==> src/pkg/ead_consts.svh <==
// Encodings and field sizes shared by the egress action decoder files
`ifndef EAD_CONSTS_SVH
`define EAD_CONSTS_SVH

`define EAD_PROT_NORMAL    2'h0
`define EAD_PROT_IF_ACTIVE 2'h1
`define EAD_PROT_IF_IDLE   2'h2

`define EAD_LABEL_OFF      10'h000

`define EAD_POP_USE_HDR    5'h00
`define EAD_POP_NONE       5'h01
`define EAD_POP_MAX        5'h15

`define EAD_OFS_W          3

`define EAD_KEY_QOS        4'h0
`define EAD_KEY_DP_QOS     4'h1
`define EAD_KEY_DSCP       4'h2
`define EAD_KEY_DP_DSCP    4'h3
`define EAD_KEY_DP_TOS     4'h4
`define EAD_KEY_PCP        4'h5
`define EAD_KEY_DP_PCP     4'h6
`define EAD_KEY_DEI_PCP    4'h7
`define EAD_KEY_TC         4'h8
`define EAD_KEY_DP_TC      4'h9
`define EAD_KEY_PPCP       4'hA
`define EAD_KEY_DP_PPCP    4'hB
`define EAD_KEY_PDEI_PPCP  4'hC
`define EAD_KEY_COS        4'hD
`define EAD_KEY_DP_COS     4'hE

`define EAD_FWD_NONE       2'h0
`define EAD_FWD_COPY       2'h1
`define EAD_FWD_REDIR      2'h2
`define EAD_FWD_DISCARD    2'h3

`define EAD_PACT_EXTRACT   1'h0

`endif

==> src/pkg/ead_pkg.sv <==
// Types shared by the egress action decoder files
package ead_pkg;
  typedef logic [3:0]  ead_key_t;
  typedef logic [8:0]  ead_map_base_t;
  typedef logic [11:0] ead_map_addr_t;
  typedef logic [7:0]  ead_map_ofs_t;
endpackage : ead_pkg

==> src/core/ead_map_key.sv <==
// One mapping-table address builder: base index plus key-selected offset
`timescale 1ns/100ps
`default_nettype none
`include "ead_consts.svh"

module ead_map_key (
  input  wire ead_pkg::ead_map_base_t base_index,
  input  wire ead_pkg::ead_key_t      key,
  input  wire logic [2:0]             qos_class,
  input  wire logic [1:0]             drop_prec,
  input  wire logic [5:0]             dscp,
  input  wire logic [2:0]             tos_precedence,
  input  wire logic [2:0]             pcp,
  input  wire logic                   dei,
  input  wire logic [2:0]             traffic_class,
  input  wire logic [2:0]             popped_pcp,
  input  wire logic                   popped_dei,
  input  wire logic [2:0]             service_class_id,
  output ead_pkg::ead_map_addr_t      map_addr,
  output logic                        map_hit
);

  ead_pkg::ead_map_ofs_t ofs;

  always_comb begin
    ofs     = 8'h00;
    map_hit = 1'b1;
    case (key)
      `EAD_KEY_QOS:       ofs = {5'h00, qos_class};
      `EAD_KEY_DP_QOS:    ofs = {3'h0, drop_prec, qos_class};
      `EAD_KEY_DSCP:      ofs = {2'h0, dscp};
      `EAD_KEY_DP_DSCP:   ofs = {drop_prec, dscp};
      `EAD_KEY_DP_TOS:    ofs = {3'h0, drop_prec, tos_precedence};
      `EAD_KEY_PCP:       ofs = {5'h00, pcp};
      `EAD_KEY_DP_PCP:    ofs = {3'h0, drop_prec, pcp};
      `EAD_KEY_DEI_PCP:   ofs = {4'h0, dei, pcp};
      `EAD_KEY_TC:        ofs = {5'h00, traffic_class};
      `EAD_KEY_DP_TC:     ofs = {3'h0, drop_prec, traffic_class};
      `EAD_KEY_PPCP:      ofs = {5'h00, popped_pcp};
      `EAD_KEY_DP_PPCP:   ofs = {3'h0, drop_prec, popped_pcp};
      `EAD_KEY_PDEI_PPCP: ofs = {4'h0, popped_dei, popped_pcp};
      `EAD_KEY_COS:       ofs = {5'h00, service_class_id};
      `EAD_KEY_DP_COS:    ofs = {3'h0, drop_prec, service_class_id};
      default:            map_hit = 1'b0;
    endcase
  end

  // Base supplies address bits 11:3; the key offset is added on top
  assign map_addr = {base_index, 3'h0} + {4'h0, ofs};

endmodule : ead_map_key
`default_nettype wire

==> src/core/ead_decoder.sv <==
// Egress action decoder: turns a lookup action word into rewriter controls
// How it works
// - Protection selector picks normal or protected indices from header protection flag.
// - Label-stack index zero disables push; nonzero selects the table entry.
// - Protected label-stack index, same encoding, used only when protection chosen.
// - Pop override: 0 keeps header count, 1 pops nothing, n from 2 to 21 pops n words.
// - Override never pops more than the header count; header count wins then.
// - Service base index selects the egress counter set.
// - Protected service base replaces normal base when protection chosen.
// - Counter index is base plus 3-bit offset chosen by class id.
// - Lookups A0 and A1 use index bits 11:3 plus own key offset.
// - Lookups B0 and B1 use index bits 11:3 plus key offset.
// - Each lookup has its own 4-bit key with one shared encoding.
// - Keys 0 and 1 add QoS class, optionally with drop precedence.
// - Keys 2 to 4 add DSCP or type-of-service precedence forms.
// - Keys 5 to 7 add priority code point forms with precedence or DEI.
// - Keys 8 and 9 add traffic class, optionally with drop precedence.
// - Keys 10 to 12 add popped customer tag code point forms.
// - Keys 13 and 14 add stacking class id, optionally with precedence.
// - Forward selector: none, copy to loopback, redirect to loopback, discard.
// - Extraction queue applies only for nonzero forward with extraction action.
// - Pipeline action applies for nonzero forward: extraction or analyzer loop.
`timescale 1ns/100ps
`default_nettype none
`include "ead_consts.svh"

module ead_decoder #(
  parameter int MEP_W = 12,
  parameter int POP_W = 6
) (
  input  wire logic                clk,
  input  wire logic                sys_rst,
  // Action word, sampled when act_valid is high
  input  wire logic                act_valid,
  input  wire logic [1:0]          protection_sel,
  input  wire logic [9:0]          label_stack_index,
  input  wire logic [9:0]          label_stack_index_protected,
  input  wire logic [MEP_W-1:0]    maintenance_endpoint_index,
  input  wire logic [MEP_W-1:0]    maintenance_endpoint_index_protected,
  input  wire logic [4:0]          label_pop_override,
  input  wire logic [12:0]         egress_stat_base,
  input  wire logic [12:0]         egress_stat_base_protected,
  input  wire logic [23:0]         per_class_stat_offset,
  input  wire logic [8:0]          lookup_a0_index,
  input  wire logic [8:0]          lookup_a1_index,
  input  wire logic [8:0]          lookup_b0_index,
  input  wire logic [8:0]          lookup_b1_index,
  input  wire logic [3:0]          lookup_a0_key,
  input  wire logic [3:0]          lookup_a1_key,
  input  wire logic [3:0]          lookup_b0_key,
  input  wire logic [3:0]          lookup_b1_key,
  input  wire logic [1:0]          forward_selector,
  input  wire logic [2:0]          extraction_queue,
  input  wire logic                pipeline_action,
  // Frame header fields, valid together with the action word
  input  wire logic                hdr_prot_active,
  input  wire logic [POP_W-1:0]    header_word_pop_count,
  input  wire logic [2:0]          service_class_id,
  input  wire logic [2:0]          hdr_qos_class,
  input  wire logic [1:0]          hdr_drop_prec,
  input  wire logic [5:0]          hdr_dscp,
  input  wire logic [2:0]          tos_precedence,
  input  wire logic [2:0]          hdr_pcp,
  input  wire logic                hdr_dei,
  input  wire logic [2:0]          hdr_traffic_class,
  input  wire logic [2:0]          popped_pcp,
  input  wire logic                popped_dei,
  // Decoded controls, one cycle after act_valid
  output logic                     dec_valid_r,
  output logic                     protect_used_r,
  output logic                     label_push_en_r,
  output logic [9:0]               label_push_index_r,
  output logic [MEP_W-1:0]         mep_index_r,
  output logic [POP_W-1:0]         pop_words_r,
  output logic [12:0]              stat_index_r,
  output logic [11:0]              lookup_a0_addr_r,
  output logic [11:0]              lookup_a1_addr_r,
  output logic [11:0]              lookup_b0_addr_r,
  output logic [11:0]              lookup_b1_addr_r,
  output logic [3:0]               lookup_hit_r,
  output logic                     fwd_copy_r,
  output logic                     fwd_redirect_r,
  output logic                     fwd_discard_r,
  output logic                     extract_en_r,
  output logic                     loop_to_analyzer_r,
  output logic [2:0]               extract_queue_r
);

  // Combinational results of the key builders
  ead_pkg::ead_map_addr_t map_addr_w [4];
  logic [3:0]             map_hit_w;

  // Next values
  logic                   dec_valid_nxt;
  logic                   protect_used_nxt;
  logic                   label_push_en_nxt;
  logic [9:0]             label_push_index_nxt;
  logic [MEP_W-1:0]       mep_index_nxt;
  logic [POP_W-1:0]       pop_words_nxt;
  logic [12:0]            stat_index_nxt;
  logic [11:0]            lookup_a0_addr_nxt;
  logic [11:0]            lookup_a1_addr_nxt;
  logic [11:0]            lookup_b0_addr_nxt;
  logic [11:0]            lookup_b1_addr_nxt;
  logic [3:0]             lookup_hit_nxt;
  logic                   fwd_copy_nxt;
  logic                   fwd_redirect_nxt;
  logic                   fwd_discard_nxt;
  logic                   extract_en_nxt;
  logic                   loop_to_analyzer_nxt;
  logic [2:0]             extract_queue_nxt;

  // Working values of the decode
  logic                   use_prot;
  logic [9:0]             push_idx;
  logic [12:0]            stat_base;
  logic [`EAD_OFS_W-1:0]  class_ofs;
  logic [POP_W-1:0]       ovr_words;
  logic                   fwd_active;

  ead_map_key u_map_a0 (
    .base_index       (lookup_a0_index),
    .key              (lookup_a0_key),
    .qos_class        (hdr_qos_class),
    .drop_prec        (hdr_drop_prec),
    .dscp             (hdr_dscp),
    .tos_precedence   (tos_precedence),
    .pcp              (hdr_pcp),
    .dei              (hdr_dei),
    .traffic_class    (hdr_traffic_class),
    .popped_pcp       (popped_pcp),
    .popped_dei       (popped_dei),
    .service_class_id (service_class_id),
    .map_addr         (map_addr_w[0]),
    .map_hit          (map_hit_w[0])
  );

  ead_map_key u_map_a1 (
    .base_index       (lookup_a1_index),
    .key              (lookup_a1_key),
    .qos_class        (hdr_qos_class),
    .drop_prec        (hdr_drop_prec),
    .dscp             (hdr_dscp),
    .tos_precedence   (tos_precedence),
    .pcp              (hdr_pcp),
    .dei              (hdr_dei),
    .traffic_class    (hdr_traffic_class),
    .popped_pcp       (popped_pcp),
    .popped_dei       (popped_dei),
    .service_class_id (service_class_id),
    .map_addr         (map_addr_w[1]),
    .map_hit          (map_hit_w[1])
  );

  // Each B lookup is keyed by its own key field
  ead_map_key u_map_b0 (
    .base_index       (lookup_b0_index),
    .key              (lookup_b0_key),
    .qos_class        (hdr_qos_class),
    .drop_prec        (hdr_drop_prec),
    .dscp             (hdr_dscp),
    .tos_precedence   (tos_precedence),
    .pcp              (hdr_pcp),
    .dei              (hdr_dei),
    .traffic_class    (hdr_traffic_class),
    .popped_pcp       (popped_pcp),
    .popped_dei       (popped_dei),
    .service_class_id (service_class_id),
    .map_addr         (map_addr_w[2]),
    .map_hit          (map_hit_w[2])
  );

  ead_map_key u_map_b1 (
    .base_index       (lookup_b1_index),
    .key              (lookup_b1_key),
    .qos_class        (hdr_qos_class),
    .drop_prec        (hdr_drop_prec),
    .dscp             (hdr_dscp),
    .tos_precedence   (tos_precedence),
    .pcp              (hdr_pcp),
    .dei              (hdr_dei),
    .traffic_class    (hdr_traffic_class),
    .popped_pcp       (popped_pcp),
    .popped_dei       (popped_dei),
    .service_class_id (service_class_id),
    .map_addr         (map_addr_w[3]),
    .map_hit          (map_hit_w[3])
  );

  always_comb begin
    // Protection decision; reserved selector falls back to normal indices
    case (protection_sel)
      `EAD_PROT_IF_ACTIVE: use_prot = hdr_prot_active;
      `EAD_PROT_IF_IDLE:   use_prot = !hdr_prot_active;
      `EAD_PROT_NORMAL:    use_prot = 1'b0;
      default:             use_prot = 1'b0;
    endcase

    push_idx  = use_prot ? label_stack_index_protected : label_stack_index;
    stat_base = use_prot ? egress_stat_base_protected : egress_stat_base;
    class_ofs = per_class_stat_offset[service_class_id*`EAD_OFS_W +: `EAD_OFS_W];

    // Override widened to the header count width before comparing
    ovr_words  = {{(POP_W-5){1'b0}}, label_pop_override};
    fwd_active = (forward_selector != `EAD_FWD_NONE);

    // Hold the last decode between action words
    dec_valid_nxt        = act_valid;
    protect_used_nxt     = protect_used_r;
    label_push_en_nxt    = label_push_en_r;
    label_push_index_nxt = label_push_index_r;
    mep_index_nxt        = mep_index_r;
    pop_words_nxt        = pop_words_r;
    stat_index_nxt       = stat_index_r;
    lookup_a0_addr_nxt   = lookup_a0_addr_r;
    lookup_a1_addr_nxt   = lookup_a1_addr_r;
    lookup_b0_addr_nxt   = lookup_b0_addr_r;
    lookup_b1_addr_nxt   = lookup_b1_addr_r;
    lookup_hit_nxt       = lookup_hit_r;
    fwd_copy_nxt         = fwd_copy_r;
    fwd_redirect_nxt     = fwd_redirect_r;
    fwd_discard_nxt      = fwd_discard_r;
    extract_en_nxt       = extract_en_r;
    loop_to_analyzer_nxt = loop_to_analyzer_r;
    extract_queue_nxt    = extract_queue_r;

    if (act_valid) begin
      protect_used_nxt     = use_prot;
      label_push_en_nxt    = (push_idx != `EAD_LABEL_OFF);
      label_push_index_nxt = push_idx;
      mep_index_nxt        = use_prot ? maintenance_endpoint_index_protected
                                      : maintenance_endpoint_index;
      stat_index_nxt       = stat_base + {10'h000, class_ofs};

      // Pop count; reserved override codes leave the header count alone
      if (label_pop_override == `EAD_POP_USE_HDR ||
          label_pop_override > `EAD_POP_MAX) begin
        pop_words_nxt = header_word_pop_count;
      end else if (label_pop_override == `EAD_POP_NONE) begin
        pop_words_nxt = '0;
      end else if (ovr_words > header_word_pop_count) begin
        pop_words_nxt = header_word_pop_count;
      end else begin
        pop_words_nxt = ovr_words;
      end

      lookup_a0_addr_nxt = map_addr_w[0];
      lookup_a1_addr_nxt = map_addr_w[1];
      lookup_b0_addr_nxt = map_addr_w[2];
      lookup_b1_addr_nxt = map_addr_w[3];
      lookup_hit_nxt     = map_hit_w;

      fwd_copy_nxt     = (forward_selector == `EAD_FWD_COPY);
      fwd_redirect_nxt = (forward_selector == `EAD_FWD_REDIR);
      fwd_discard_nxt  = (forward_selector == `EAD_FWD_DISCARD);

      // Pipeline action is meaningless without a forward action
      extract_en_nxt       = fwd_active &&
                             (pipeline_action == `EAD_PACT_EXTRACT);
      loop_to_analyzer_nxt = fwd_active &&
                             (pipeline_action != `EAD_PACT_EXTRACT);
      // Queue is zeroed when unused so stale values never leak downstream
      extract_queue_nxt    = (fwd_active &&
                              pipeline_action == `EAD_PACT_EXTRACT)
                             ? extraction_queue : 3'h0;
    end
  end

  always_ff @(posedge clk or posedge sys_rst) begin
    if (sys_rst) begin
      dec_valid_r        <= 1'b0;
      protect_used_r     <= 1'b0;
      label_push_en_r    <= 1'b0;
      label_push_index_r <= 10'h000;
      mep_index_r        <= '0;
      pop_words_r        <= '0;
      stat_index_r       <= 13'h0000;
      lookup_a0_addr_r   <= 12'h000;
      lookup_a1_addr_r   <= 12'h000;
      lookup_b0_addr_r   <= 12'h000;
      lookup_b1_addr_r   <= 12'h000;
      lookup_hit_r       <= 4'h0;
      fwd_copy_r         <= 1'b0;
      fwd_redirect_r     <= 1'b0;
      fwd_discard_r      <= 1'b0;
      extract_en_r       <= 1'b0;
      loop_to_analyzer_r <= 1'b0;
      extract_queue_r    <= 3'h0;
    end else begin
      dec_valid_r        <= dec_valid_nxt;
      protect_used_r     <= protect_used_nxt;
      label_push_en_r    <= label_push_en_nxt;
      label_push_index_r <= label_push_index_nxt;
      mep_index_r        <= mep_index_nxt;
      pop_words_r        <= pop_words_nxt;
      stat_index_r       <= stat_index_nxt;
      lookup_a0_addr_r   <= lookup_a0_addr_nxt;
      lookup_a1_addr_r   <= lookup_a1_addr_nxt;
      lookup_b0_addr_r   <= lookup_b0_addr_nxt;
      lookup_b1_addr_r   <= lookup_b1_addr_nxt;
      lookup_hit_r       <= lookup_hit_nxt;
      fwd_copy_r         <= fwd_copy_nxt;
      fwd_redirect_r     <= fwd_redirect_nxt;
      fwd_discard_r      <= fwd_discard_nxt;
      extract_en_r       <= extract_en_nxt;
      loop_to_analyzer_r <= loop_to_analyzer_nxt;
      extract_queue_r    <= extract_queue_nxt;
    end
  end

endmodule : ead_decoder
`default_nettype wire

==> config.mk <==
export PLATFORM = sky130hd
export DESIGN_NAME = ead_decoder
export DESIGN_NICKNAME = d
export VERILOG_FILES = /design/src/pkg/ead_pkg.sv /design/src/core/ead_map_key.sv /design/src/core/ead_decoder.sv
export VERILOG_INCLUDE_DIRS = /design/src /design/src/pkg
export SDC_FILE = /design/constraint.sdc
export NUM_CORES = 1
export LEC_CHECK = 0
export BUFFER_PORTS_ARGS = -buffer_cell sky130_fd_sc_hd__clkbuf_2
export CORE_ASPECT_RATIO = 1.1
export CORE_UTILIZATION = 30
export DETAILED_ROUTE_END_ITERATION = 6
export PLACE_DENSITY = 0.59
export RECOVER_POWER = 100
export SYNTH_ARGS = -nofsm -noshare
export SYNTH_HDL_FRONTEND = slang
export SYNTH_SLANG_ARGS = --single-unit
==> constraint.sdc <==
create_clock -name clk -period 4.31 [get_ports clk]
set_clock_uncertainty 0.2 [all_clocks]
set_input_delay 0.431 -clock clk [delete_from_list [all_inputs] [get_ports clk]]
set_output_delay 0.431 -clock clk [all_outputs]
set_load 0.02 [all_outputs]
# --- Word level (Yosys, flattened, before mapping) ---
# Index checks and enable logic that the tools add are counted.
op_classes:
  addsub: 5
  reduce_logical: 15
  shift: 1
  n_eq_ne: 62
  bitwise_logic: 1
  mux: 16
  n_lt_le_gt_ge: 2
  mul: 1
op_table:
  columns: ["op", "n"]
  rows:
  - ["$pmux 8 s15", 4]
  - ["$eq 4x4->1 const B", 28]
  - ["$eq 4x3->1 const B", 16]
  - ["$reduce_or 15->1", 4]
  - ["$add 12x8->12", 4]
  - ["$eq 4x2->1 const B", 8]
  - ["$shiftx 24x6->3", 1]
  - ["$mux 6", 3]
  - ["$eq 4x1->1 const B", 4]
  - ["$logic_not 4->1", 4]
  - ["$add 13x3->13", 1]
  - ["$mux 13", 1]
  - ["$mux 12", 1]
  - ["$mux 10", 1]
  - ["$reduce_bool 10->1", 1]
  - ["$eq 2x2->1 const B", 3]
  - ["$gt 5x6->1", 1]
  - ["$eq 5x1->1 const B", 1]
  - ["$gt 5x5->1 const B", 1]
  - ["$logic_not 5->1", 1]
  - ["$mul 3x2->5 const B", 1]
  - ["$eq 2x1->1 const B", 2]
  - ["$mux 1", 4]
  - ["$mux 3", 1]
  - ["6 further kinds", 7]
totals:
  elab_cells: 121
  reg_bits: 104
  inputBits: 197

# --- Longest topological paths before layout ---
# Gate-level depths: netlist of the first run.
logic_depth:
  ltp_word: 4
  ltp_mapped: 16
  mapped_depth_nobuf: 15

# --- Modules after synthesis ---
# Synthesis of the first run repeated with hierarchy kept, for this count alone.
hier_totals:
  cells_unflattened: 899
  hier_area_um2: 8403.1
modules_own_cells:
  columns: ["mod", "area_each_um2", "cells_per_inst", "instances"]
  rows:
  - ["ead_decoder", 5432.7, 491, 1]
  - ["ead_map_key at u_map_a0 ...", 784.5, 105, 2]
  - ["ead_map_key at u_map_b0 ...", 700.7, 99, 2]

# --- Least setup slack after synthesis of the first run ---
# No wires, ideal clock.
synth_path:
  kind: "input-to-reg"
  startpoint: "input service_class_id[0]"
  endpoint: "register stat_index_r[7]"
  path_stages: 11
  arrival_time_ps: 2915
  slack_ps: 1058
  path_buffers: 1
  setup_time_ps: 137
  cell_sequence: "buf_1 > mux4_2 > mux2i_1 > inv_1 > ha_1 > a21o_1 > a21oi_1 > a221oi_2 > nor4b_1 > xor2_1 > a21oi_1"
synth_via:
  elab_chain_cells: 3
synth_lines:
  columns: ["item", "line", "source"]
  rows:
  - ["start: declaration", "ead_decoder.sv:58", "input wire logic [2:0] service_class_id,"]
  - ["$mul 3x2->5 (no line)", null, null]
  - ["$shiftx 24x6->3", "ead_decoder.sv:201", "class_ofs = per_class_stat_offset[service_class_id*`EAD_OFS_W +: `EAD_OFS_W];"]
  - ["$add 13x3->13", "ead_decoder.sv:233", "stat_index_nxt = stat_base + {10'h000, class_ofs};"]
  - ["end signal: assignment", "ead_decoder.sv:296", "stat_index_r <= stat_index_nxt;"]
  - ["end: declaration", "ead_decoder.sv:75", "output logic [12:0] stat_index_r,"]
# No other way between the ends.
# A chain may end at the register's enable or synchronous reset.

# --- Worst setup path in the final report of the first run ---
layout_path:
  startpoint: "input act_valid"
  endpoint: "register lookup_a1_addr_r[3]"
layout_lines:
  columns: ["item", "line", "source"]
  rows:
  - ["start: declaration", "ead_decoder.sv:34", "input wire logic act_valid,"]
  - ["end signal: assignment", "ead_decoder.sv:298", "lookup_a1_addr_r <= lookup_a1_addr_nxt;"]
  - ["end: declaration", "ead_decoder.sv:77", "output logic [11:0] lookup_a1_addr_r,"]
# No word-level cell between the ends.

==> flow_metrics.tcl, run 1 <==
set metrics [dict create \
    die_area_sq_um 25750 \
    finalCritPeriodShare_pct 80.73 \
    grt_pass1_vias 7050 \
    start_util_pct 30.69 \
    synthCells 832 \
    post_cts_buffers 0 \
    maxCapViolCount 3 \
    end_kind "flip-flop" \
    dr.pass1.iters 6 \
    clkSlewWorstSetupHoldPaths_ps 80 \
    rsz0062_at_grt "no" \
    critPathKind "in -> reg" \
    ir_drop_mv 0.1328 \
    grt_usage_pct 18.86 \
    synthDistinctLibCells 67 \
    hp-class "in -> reg" \
    clock_sinks 104 \
    syn_nets 1062 \
    cts_tree "built" \
    ys.flop_type "dfrtp_1" \
    antenna_found_initial 2 \
    synth.most_common_cell "dfrtp_1" \
    hpwl_mm 19.15 \
    cts_made_buffers 9 \
    power_density_nw_per_um2 321.8 \
    cp.required_ps 4360 \
    clkLatencyLatePin_ps 350 \
    leakage_uw 0.004275 \
    yosysSeqAreaShare_pct 34.55 \
    placed_cells 1397 \
    globalRouteOverflowTotal 0 \
    nets 1329 \
    drt_iter0_drc 300 \
    syn_avg_cell_area_sq_um 9.055 \
    gp_congestion 0.9391 \
    wire_per_inst_um 17.42 \
    ctsLongestPathBuffers 2 \
    avgViaCountPerCell 5.120 \
    status "complete, but fails checks" \
    yosysTopAreaCell "dfrtp_1" \
    finalNonFillerCells 1414 \
    numPortBuffers 300 \
    cts_resized 0 \
    drive_gt1_share_pct 23.57 \
    finalWirelength_mm 24.63 \
    die_w_um 153.1 \
    slew_headroom_pct -45.68 \
    ctsHtreeMaxLevel 3 \
    synthTopCellsByArea "dfrtp_1 35%, mux2i_1 6.1%, a21oi_1 4.7%, ha_1 4.7%, mux2_2 4.0%" \
    finalPower_uw 3032 \
    ios 301 \
    synth-edff-count 0 \
    coreArea_sq_um 24550 \
    syn_area_sq_um 7533 \
    cts_root_buffer "clkbuf_16" \
    fin_tns_setup_ps 0 \
    netlist_top_cells_count "104 x dfrtp_1, 77 x nor2_1, 70 x a21oi_1" \
    cp_max_fo 39 \
    synth_top_area_share_pct 34.55 \
    setup.worst_path.start_class "primary input" \
    hold_viol 0 \
    setup_violations 0 \
    period_minus_slack_ps 3479 \
    dr_total_vias 7240 \
    tightest_slew_ps 2173 \
    fmaxAchievable_mhz 287.4 \
    ys_ff_latch 104 \
    area_delta_synth_final_pct 25.05 \
    grt_pass1_wl_mm 38.06 \
    grt_start_max_net_pins 58 \
    drc_errors 0 \
    ys_async_sr_fraction_pct 100.0 \
    arrival_ps 3530 \
    ys_warn_count 0 \
    violations "capacitance limit, slew limit" \
    detail-route-antenna-nets 0 \
    rows 60 \
    die_y_um 168.2 \
    drv_slew 122 \
]
[sequential cells by signal, indices dropped and copies added (netlist names), 3 cells and up]
| signal | count |
|---|---|
| pop_words_r | 6 |
| lookup_b1_addr_r | 12 |
| lookup_b0_addr_r | 12 |
| label_push_index_r | 10 |
| extract_queue_r | 3 |
| lookup_hit_r | 4 |
| stat_index_r | 13 |
| mep_index_r | 12 |
| lookup_a0_addr_r | 12 |
| lookup_a1_addr_r | 12 |
[per-stage QoR]
step           worst slack [ps]  hold WS [ps]  utilization, %  area [sq um]
2_1_floorplan             946.8         262.4               -          7533
3_3_place_gp              788.9         267.3           37.72          9259
3_5_place_dp              733.3         271.0           37.72          9259
4_1_cts                    1110         86.25           39.01          9575
5_1_grt                   508.7         106.7           38.36          9418
6_report                  830.6         99.95           38.37          9420
[layout make-up]
| type | instances | area [sq um] |
|---|---|---|
| well taps | 310 | 387.9 |
| inverters | 42 | 158.9 |
| diodes | 1 | 2.502 |
| clock buffers | 9 | 225.2 |
| multi-input cells | 633 | 4539 |
| clock inverters | 6 | 81.33 |
| fillers | 2589 | 15130 |
| repair buffers | 309 | 1423 |
| flip-flops and latches | 104 | 2603 |
[kinds of logic after synthesis]
logic type,after synthesis,synth area share [%]
compound gates,246,21.74
simple gates,241,16.36
flops,104,34.55
buf+inv,95,5.132
mux,82,12.64
fa+ha+maj,33,5.979
xor+xnor,31,3.604
[where the power goes]
group | internal (uW) | switching (uW)
logic | 363 | 610
clock network | 459 | 418
registers | 1110 | 74.2
total | 1930 | 1100
[routing by layer]
| layer | vias up | routed length, um | GRT usage (%) |
|---|---|---|---|
| li1 | 3565 | - | - |
| met1 | 3427 | 10290 | 22.95 |
| met2 | 215 | 12210 | 33.04 |
| met3 | 31 | 1693 | 4.453 |
| met4 | 2 | 418 | 5.270 |
| met5 | - | 11 | 0 |
[layout by cell type (no fill, tap or decap), types with 11 or more instances in the layout]
master / count
a31oi_1: 14
dfrtp_1: 104
o2bb2ai_1: 16
clkbuf_1: 111
inv_1: 39
clkbuf_2: 193
and3_1: 12
a22o_1: 13
nand2_1: 47
xnor2_1: 15
nor2_1: 77
mux2_2: 27
ha_1: 28
nor2b_1: 35
o21ai_0: 53
nor3_1: 13
a21o_1: 14
mux2i_1: 46
a21oi_1: 70
xor2_1: 16
o22ai_1: 11
[final timing paths]
path                                     startpoint                    end  slack [ps]  cells past startpoint
worst max-delay path                      act_valid    lookup_a1_addr_r[3]         830                      3
worst min-delay path            extraction_queue[2]     extract_queue_r[2]         100                      3
worst max register to register      stat_index_r[9]        stat_index_r[9]        3230                      1
worst min register to register  lookup_a0_addr_r[7]    lookup_a0_addr_r[7]         280                      1
max in group asynchronous                   sys_rst    lookup_a1_addr_r[0]        1250                      4
min in group asynchronous                   sys_rst  label_push_index_r[6]         990                      3
[repair_timing]
item                                    4_1_cts  5_1_grt
hold endpoints to repair                     43        0
hold buffers                                  1        0
endpoints found under the setup margin        0        0
[worst max-delay path, stage by stage]
cell      delay (ps)
clkbuf_1        1300
clkbuf_1        1340
mux2_2           440
Power figures use the tool's default switching activity.
==> inputs of run 2 (changes only) <==
ABC_AREA = 1   (was unset)
clock period = 3.3 ns   (was 4.31 ns; I/O delays follow)
==> flow_metrics.tcl, run 2 <==
set metrics [dict create \
    grt_start_max_net_pins 74 \
    tightest_slew_ps 1945 \
    synthCells 1037 \
    ios 301 \
    setup.worst_path.start_class "primary input" \
    top_register "stat_index_r" \
    finalPower_uw 3696 \
    yosysTopAreaCell "dfrtp_1" \
    setup_violations 0 \
    leakage_uw 0.004727 \
    clkSlewWorstSetupHoldPaths_ps 70 \
    status "complete, but fails checks" \
    finalWirelength_mm 24.02 \
    syn_area_sq_um 7103 \
    grt_usage_pct 19.78 \
    seqPwrFrac_pct 40.9 \
    p_int_uw 2316 \
    die_y_um 163.4 \
    fmaxAchievable_mhz 343.6 \
    hpwl_mm 19.03 \
    rsz0062_at_grt "no" \
    cts_tree "built" \
    die_area_sq_um 24300 \
    drc_errors 0 \
    cts_made_buffers 9 \
    detail-route-antenna-nets 0 \
    grt_pass1_vias 7507 \
    mostFrequentLayoutCell "nand2_1" \
    start_util_pct 30.78 \
    clkLatencyLatePin_ps 350 \
    slew_headroom_pct -30.40 \
    synth_top_area_share_pct 36.64 \
    cts_root_buffer "clkbuf_16" \
    ys_ff_latch 104 \
    cp_slowest_cell "fa_1" \
    combPwrFrac_pct 30.1 \
    rows 58 \
    swShare_pct 37.32 \
    largest_reg_flops 13 \
    netSwitchingPower_uw 1379 \
    synthDistinctLibCells 42 \
    syn_nets 1267 \
    dr.pass1.iters 6 \
    ctsHtreeMaxLevel 3 \
    hold_viol 0 \
    wire_per_inst_um 14.67 \
    num_antenna_cells 0 \
    globalRouteOverflowTotal 0 \
    final_cell_mix "320 x nand2_1, 191 x clkbuf_2, 115 x inv_1, 113 x clkbuf_1, 108 x o21ai_0" \
    drt_iter0_drc 379 \
    die_w_um 148.7 \
    ys_async_sr_fraction_pct 100.0 \
    yosysSeqAreaShare_pct 36.64 \
    fin_tns_setup_ps 0 \
    finalCritPeriodShare_pct 88.20 \
    placed_cells 1619 \
    cp.required_ps 3250 \
    grt_pass1_wl_mm 37.66 \
    crit_chain "clkbuf_2, inv_1, o21ai_0, o22ai_1, inv_1, o21ai_0, inv_1, fa_1, or2_2, nand2_1, nand3_1, nor2_4, xor2_1, o21ai_0" \
    synth.most_common_cell "nand2_1" \
    area_delta_synth_final_pct 28.47 \
    finalNonFillerCells 1638 \
    gp_congestion 0.8836 \
    cp_max_fo 7 \
    ys_warn_count 0 \
    netlist_top_cells_count "320 x nand2_1, 116 x inv_1, 106 x o21ai_0" \
    cpPeakStageDelay_ps 440 \
    timing.hold.ws_ps 25.45 \
    critical_path_buf_inv_count 4 \
    antenna_found_initial 1 \
    clock_sinks 104 \
    synthTopCellsByArea "dfrtp_1 37%, nand2_1 17%, o21ai_0 7.5%, inv_1 6.1%, nand3_1 5.5%" \
    maxCapViolCount 2 \
    nets 1563 \
    dpl_cell_area_sq_um 8986 \
    drive_gt1_share_pct 17.34 \
    coreArea_sq_um 23080 \
    end_kind "flip-flop" \
    syn_avg_cell_area_sq_um 6.850 \
    violations "capacitance limit, slew limit" \
    hp-class "in -> reg" \
    period_minus_slack_ps 2910 \
    critPathKind "in -> reg" \
    p_clk_share_pct 28.9 \
    numPortBuffers 300 \
    avgViaCountPerCell 4.764 \
    drv_slew 99 \
    finalInstanceArea_sq_um 9125 \
    dr_total_vias 7804 \
    power_density_nw_per_um2 405.0 \
    arrival_ps 2860 \
    ir_drop_mv 0.2188 \
    cp_top_family "simple AND/OR/NAND/NOR gates" \
    synth-edff-count 0 \
    ctsLongestPathBuffers 2 \
    ys.flop_type "dfrtp_1" \
]
[run 2: logic make-up (layout without fill, tap and decap cells)]
| group | Yosys count | count (layout) | synth area share [%] |
|---|---|---|---|
| buffers and inverters | 151 | 452 | 8.209 |
| flip-flops | 104 | 104 | 36.64 |
| adder cells (fa/ha/maj) | 33 | 33 | 6.341 |
| AND/OR/NAND/NOR | 524 | 524 | 30.40 |
| AO/OA/AOI/OAI | 214 | 214 | 17.05 |
| XOR/XNOR | 11 | 11 | 1.356 |
[run 2: worst reg2reg max path: stages (launching register included)]
cell and delay (ps):
dfrtp_1 390, nand2_1 60, o21ai_0 120
[run 2: metal layers]
layer | up-vias | track usage (%) | wire length, um
li1 | 3992 | - | -
met1 | 3529 | 22.93 | 10020
met2 | 249 | 35.45 | 11890
met3 | 32 | 4.721 | 1637
met4 | 2 | 6.467 | 467
met5 | - | 0 | 13
[run 2: what timing repair did]
item | 4_1_cts | 5_1_grt
endpoints found under the setup margin | 0 | 0
gates resized for setup | 0 | 0
endpoints found under the hold margin | 40 | 0
setup buffers | 0 | 0
hold buffers | 3 | 0
[run 2: layout make-up]
type	instances	area, sq um
clock buffer	10	229.0
clock inverter	6	51.30
fill	2575	13950
inverter	117	440.4
multi-input combinational	782	3910
sequential	104	2603
tap	300	375.4
timing repair buffer	319	1516
[run 2: path summary, 6_finish.rpt]
kind / startpoint / endpoint / slack [ps] / depth (start not counted)
max in group asynchronous: sys_rst / pop_words_r[5] / 640 / 4
max: service_class_id[1] / stat_index_r[6] / 390 / 14
min reg2reg: stat_index_r[0] / stat_index_r[0] / 270 / 2
min in group asynchronous: sys_rst / stat_index_r[0] / 800 / 3
min: forward_selector[1] / fwd_copy_r / 30 / 2
max reg2reg: label_push_index_r[7] / label_push_index_r[7] / 2330 / 2
[run 2: power groups by stage]
stage	logic [uW]	registers (uW)	clock network [uW]
floorplan	483	1730	0
global route	1250	1530	1150
detailed placement	1170	1540	0
finish	1110	1510	1070
CTS	1180	1520	1110
global placement	1160	1540	0
[run 2: per-stage QoR]
| step | util (%) | setup WS [ps] |
|---|---|---|
| finish | 39.54 | 389.5 |
| global route | 39.54 | 91.44 |
| CTS | 40.28 | 447.5 |
| detailed placement | 38.94 | 62.27 |
| global placement | 38.94 | 156.4 |
| floorplan | - | 37.81 |
==> inputs of run 3 (changes only) <==
ABC_AREA = unset   (was 1)
==> flow_metrics.tcl, run 3 (synthesized netlist as in run 1, its figures left out) <==
set metrics [dict create \
    final_cell_mix "189 x clkbuf_2, 117 x clkbuf_1, 104 x dfrtp_1, 77 x nor2_1, 70 x a21oi_1" \
    power_density_nw_per_um2 404.3 \
    r2r_setup_slack_ps 2250 \
    ctsLongestPathBuffers 2 \
    maxCapViolCount 1 \
    dr.pass1.iters 5 \
    cts_root_buffer "clkbuf_16" \
    pre_cts_ws_ps -38.96 \
    mostFrequentLayoutCell "clkbuf_2" \
    tightest_slew_ps 1568 \
    top_register "stat_index_r" \
    start_util_pct 30.69 \
    arrival_ps 3040 \
    hold_viol 0 \
    drc_errors 0 \
    clock_sinks 104 \
    globalRouteOverflowTotal 0 \
    setup.worst_path.start_class "primary input" \
    coreArea_sq_um 24550 \
    detail-route-antenna-nets 0 \
    drt_iter0_drc 416 \
    grt_pass1_wl_mm 37.98 \
    violations "capacitance limit, slew limit" \
    hp-class "in -> reg" \
    hpwl_mm 19.41 \
    die_w_um 153.1 \
    holdPathStages 3 \
    grt_start_max_net_pins 129 \
    utilization_pct 39.32 \
    avgViaCountPerCell 5.093 \
    netSwitchingPower_uw 1433 \
    timing.final.ws_setup_ps 271.2 \
    grt_usage_pct 18.80 \
    setup_violations 0 \
    p_int_uw 2469 \
    drv_slew 24 \
    clkLatencyLatePin_ps 350 \
    grt_pass1_vias 6923 \
    gp_congestion 0.9181 \
    seqPwrFrac_pct 39.6 \
    die_area_sq_um 25750 \
    finalWirelength_mm 24.72 \
    critPathKind "in -> reg" \
    dr_total_vias 7380 \
    post_cts_buffers 0 \
    cp_max_fo 7 \
    hold_buffers 3 \
    rows 60 \
    slew_headroom_pct -4.513 \
    reg2regPathDepth 1 \
    wire_per_inst_um 17.06 \
    ir_drop_mv 0.1756 \
    ios 301 \
    cts_tree "built" \
    status "complete, but fails checks" \
    leakage_uw 0.004415 \
    fin_tns_setup_ps 0 \
    cts_resized 0 \
    nets 1364 \
    largest_reg_flops 13 \
    numPortBuffers 300 \
    end_kind "flip-flop" \
    combPwrFrac_pct 33.5 \
    rsz0062_at_grt "no" \
    antenna_found_initial 3 \
    ctsHtreeMaxLevel 3 \
    cp.required_ps 3310 \
    finalCritPeriodShare_pct 91.78 \
    period_minus_slack_ps 3029 \
    clkSlewWorstSetupHoldPaths_ps 70 \
    drive_gt1_share_pct 24.87 \
    area_delta_synth_final_pct 28.12 \
    p_clk_share_pct 26.9 \
    fmaxAchievable_mhz 330.2 \
    swShare_pct 36.72 \
    die_y_um 168.2 \
    cts_made_buffers 9 \
]
run 3: cell count changes in the layout (fill, tap and decap cells not counted), moves of 35 or more:
cell | previous run | this run
o21ai_0 | 108 | 53
inv_1 | 115 | 40
nor2b_1 | 0 | 35
mux2i_1 | 0 | 46
nand3_1 | 79 | 10
nand2_1 | 320 | 47
run 3: through the flow:
step	cells	hold WS [ps]	area [sq um]	power, uW
floorplan	832	161.4	7533	2380
global placement	1430	266.1	9532	2929
detailed placement	1430	271.9	9532	2943
CTS	1448	4.076	9841	4025
global route	1448	19.04	9649	4142
finish	1449	16.41	9652	3902
run 3: worst paths after layout:
| path | start | end |
|---|---|---|
| hold / removal | extraction_queue[1] | extract_queue_r[1] |
| setup / recovery | service_class_id[0] | stat_index_r[7] |
| max in group asynchronous | sys_rst | pop_words_r[4] |
| setup reg to reg | stat_index_r[9] | stat_index_r[9] |
| hold reg to reg | loop_to_analyzer_r | loop_to_analyzer_r |
| min in group asynchronous | sys_rst | mep_index_r[11] |
run 3: area by class of cell:
class	count	area, sq um
Tap cell	310	387.9
Fill cell	2573	14900
Clock inverter	6	53.80
Sequential cell	104	2603
Antenna cell	1	2.502
Timing Repair Buffer	344	1690
Multi-Input combinational cell	633	4532
Clock buffer	9	225.2
Inverter	42	157.7
run 3: worst max-delay path, stage by stage:
cell and delay [ps]:
clkbuf_2 230, mux4_2 530, mux2i_1 380, inv_1 90
ha_1 300, a21o_1 110, a21oi_1 80, a221oi_1 380
nor4b_1 340, xor2_1 170, a21oi_1 80
run 3: metal layers:
layer	wire length, um	track usage (%)	up-vias
met5	27	0	-
met1	10470	23.44	3495
met2	12350	32.92	226
met3	1609	4.093	17
met4	262	4.392	4
li1	-	-	3638
run 3: power by group through the flow:
stage	clock network, uW	logic, uW	registers (uW)
after floorplan	0	605	1780
after global placement	0	1360	1570
after detailed placement	0	1370	1570
after CTS	1100	1380	1550
after global routing	1140	1430	1570
final	1050	1310	1550
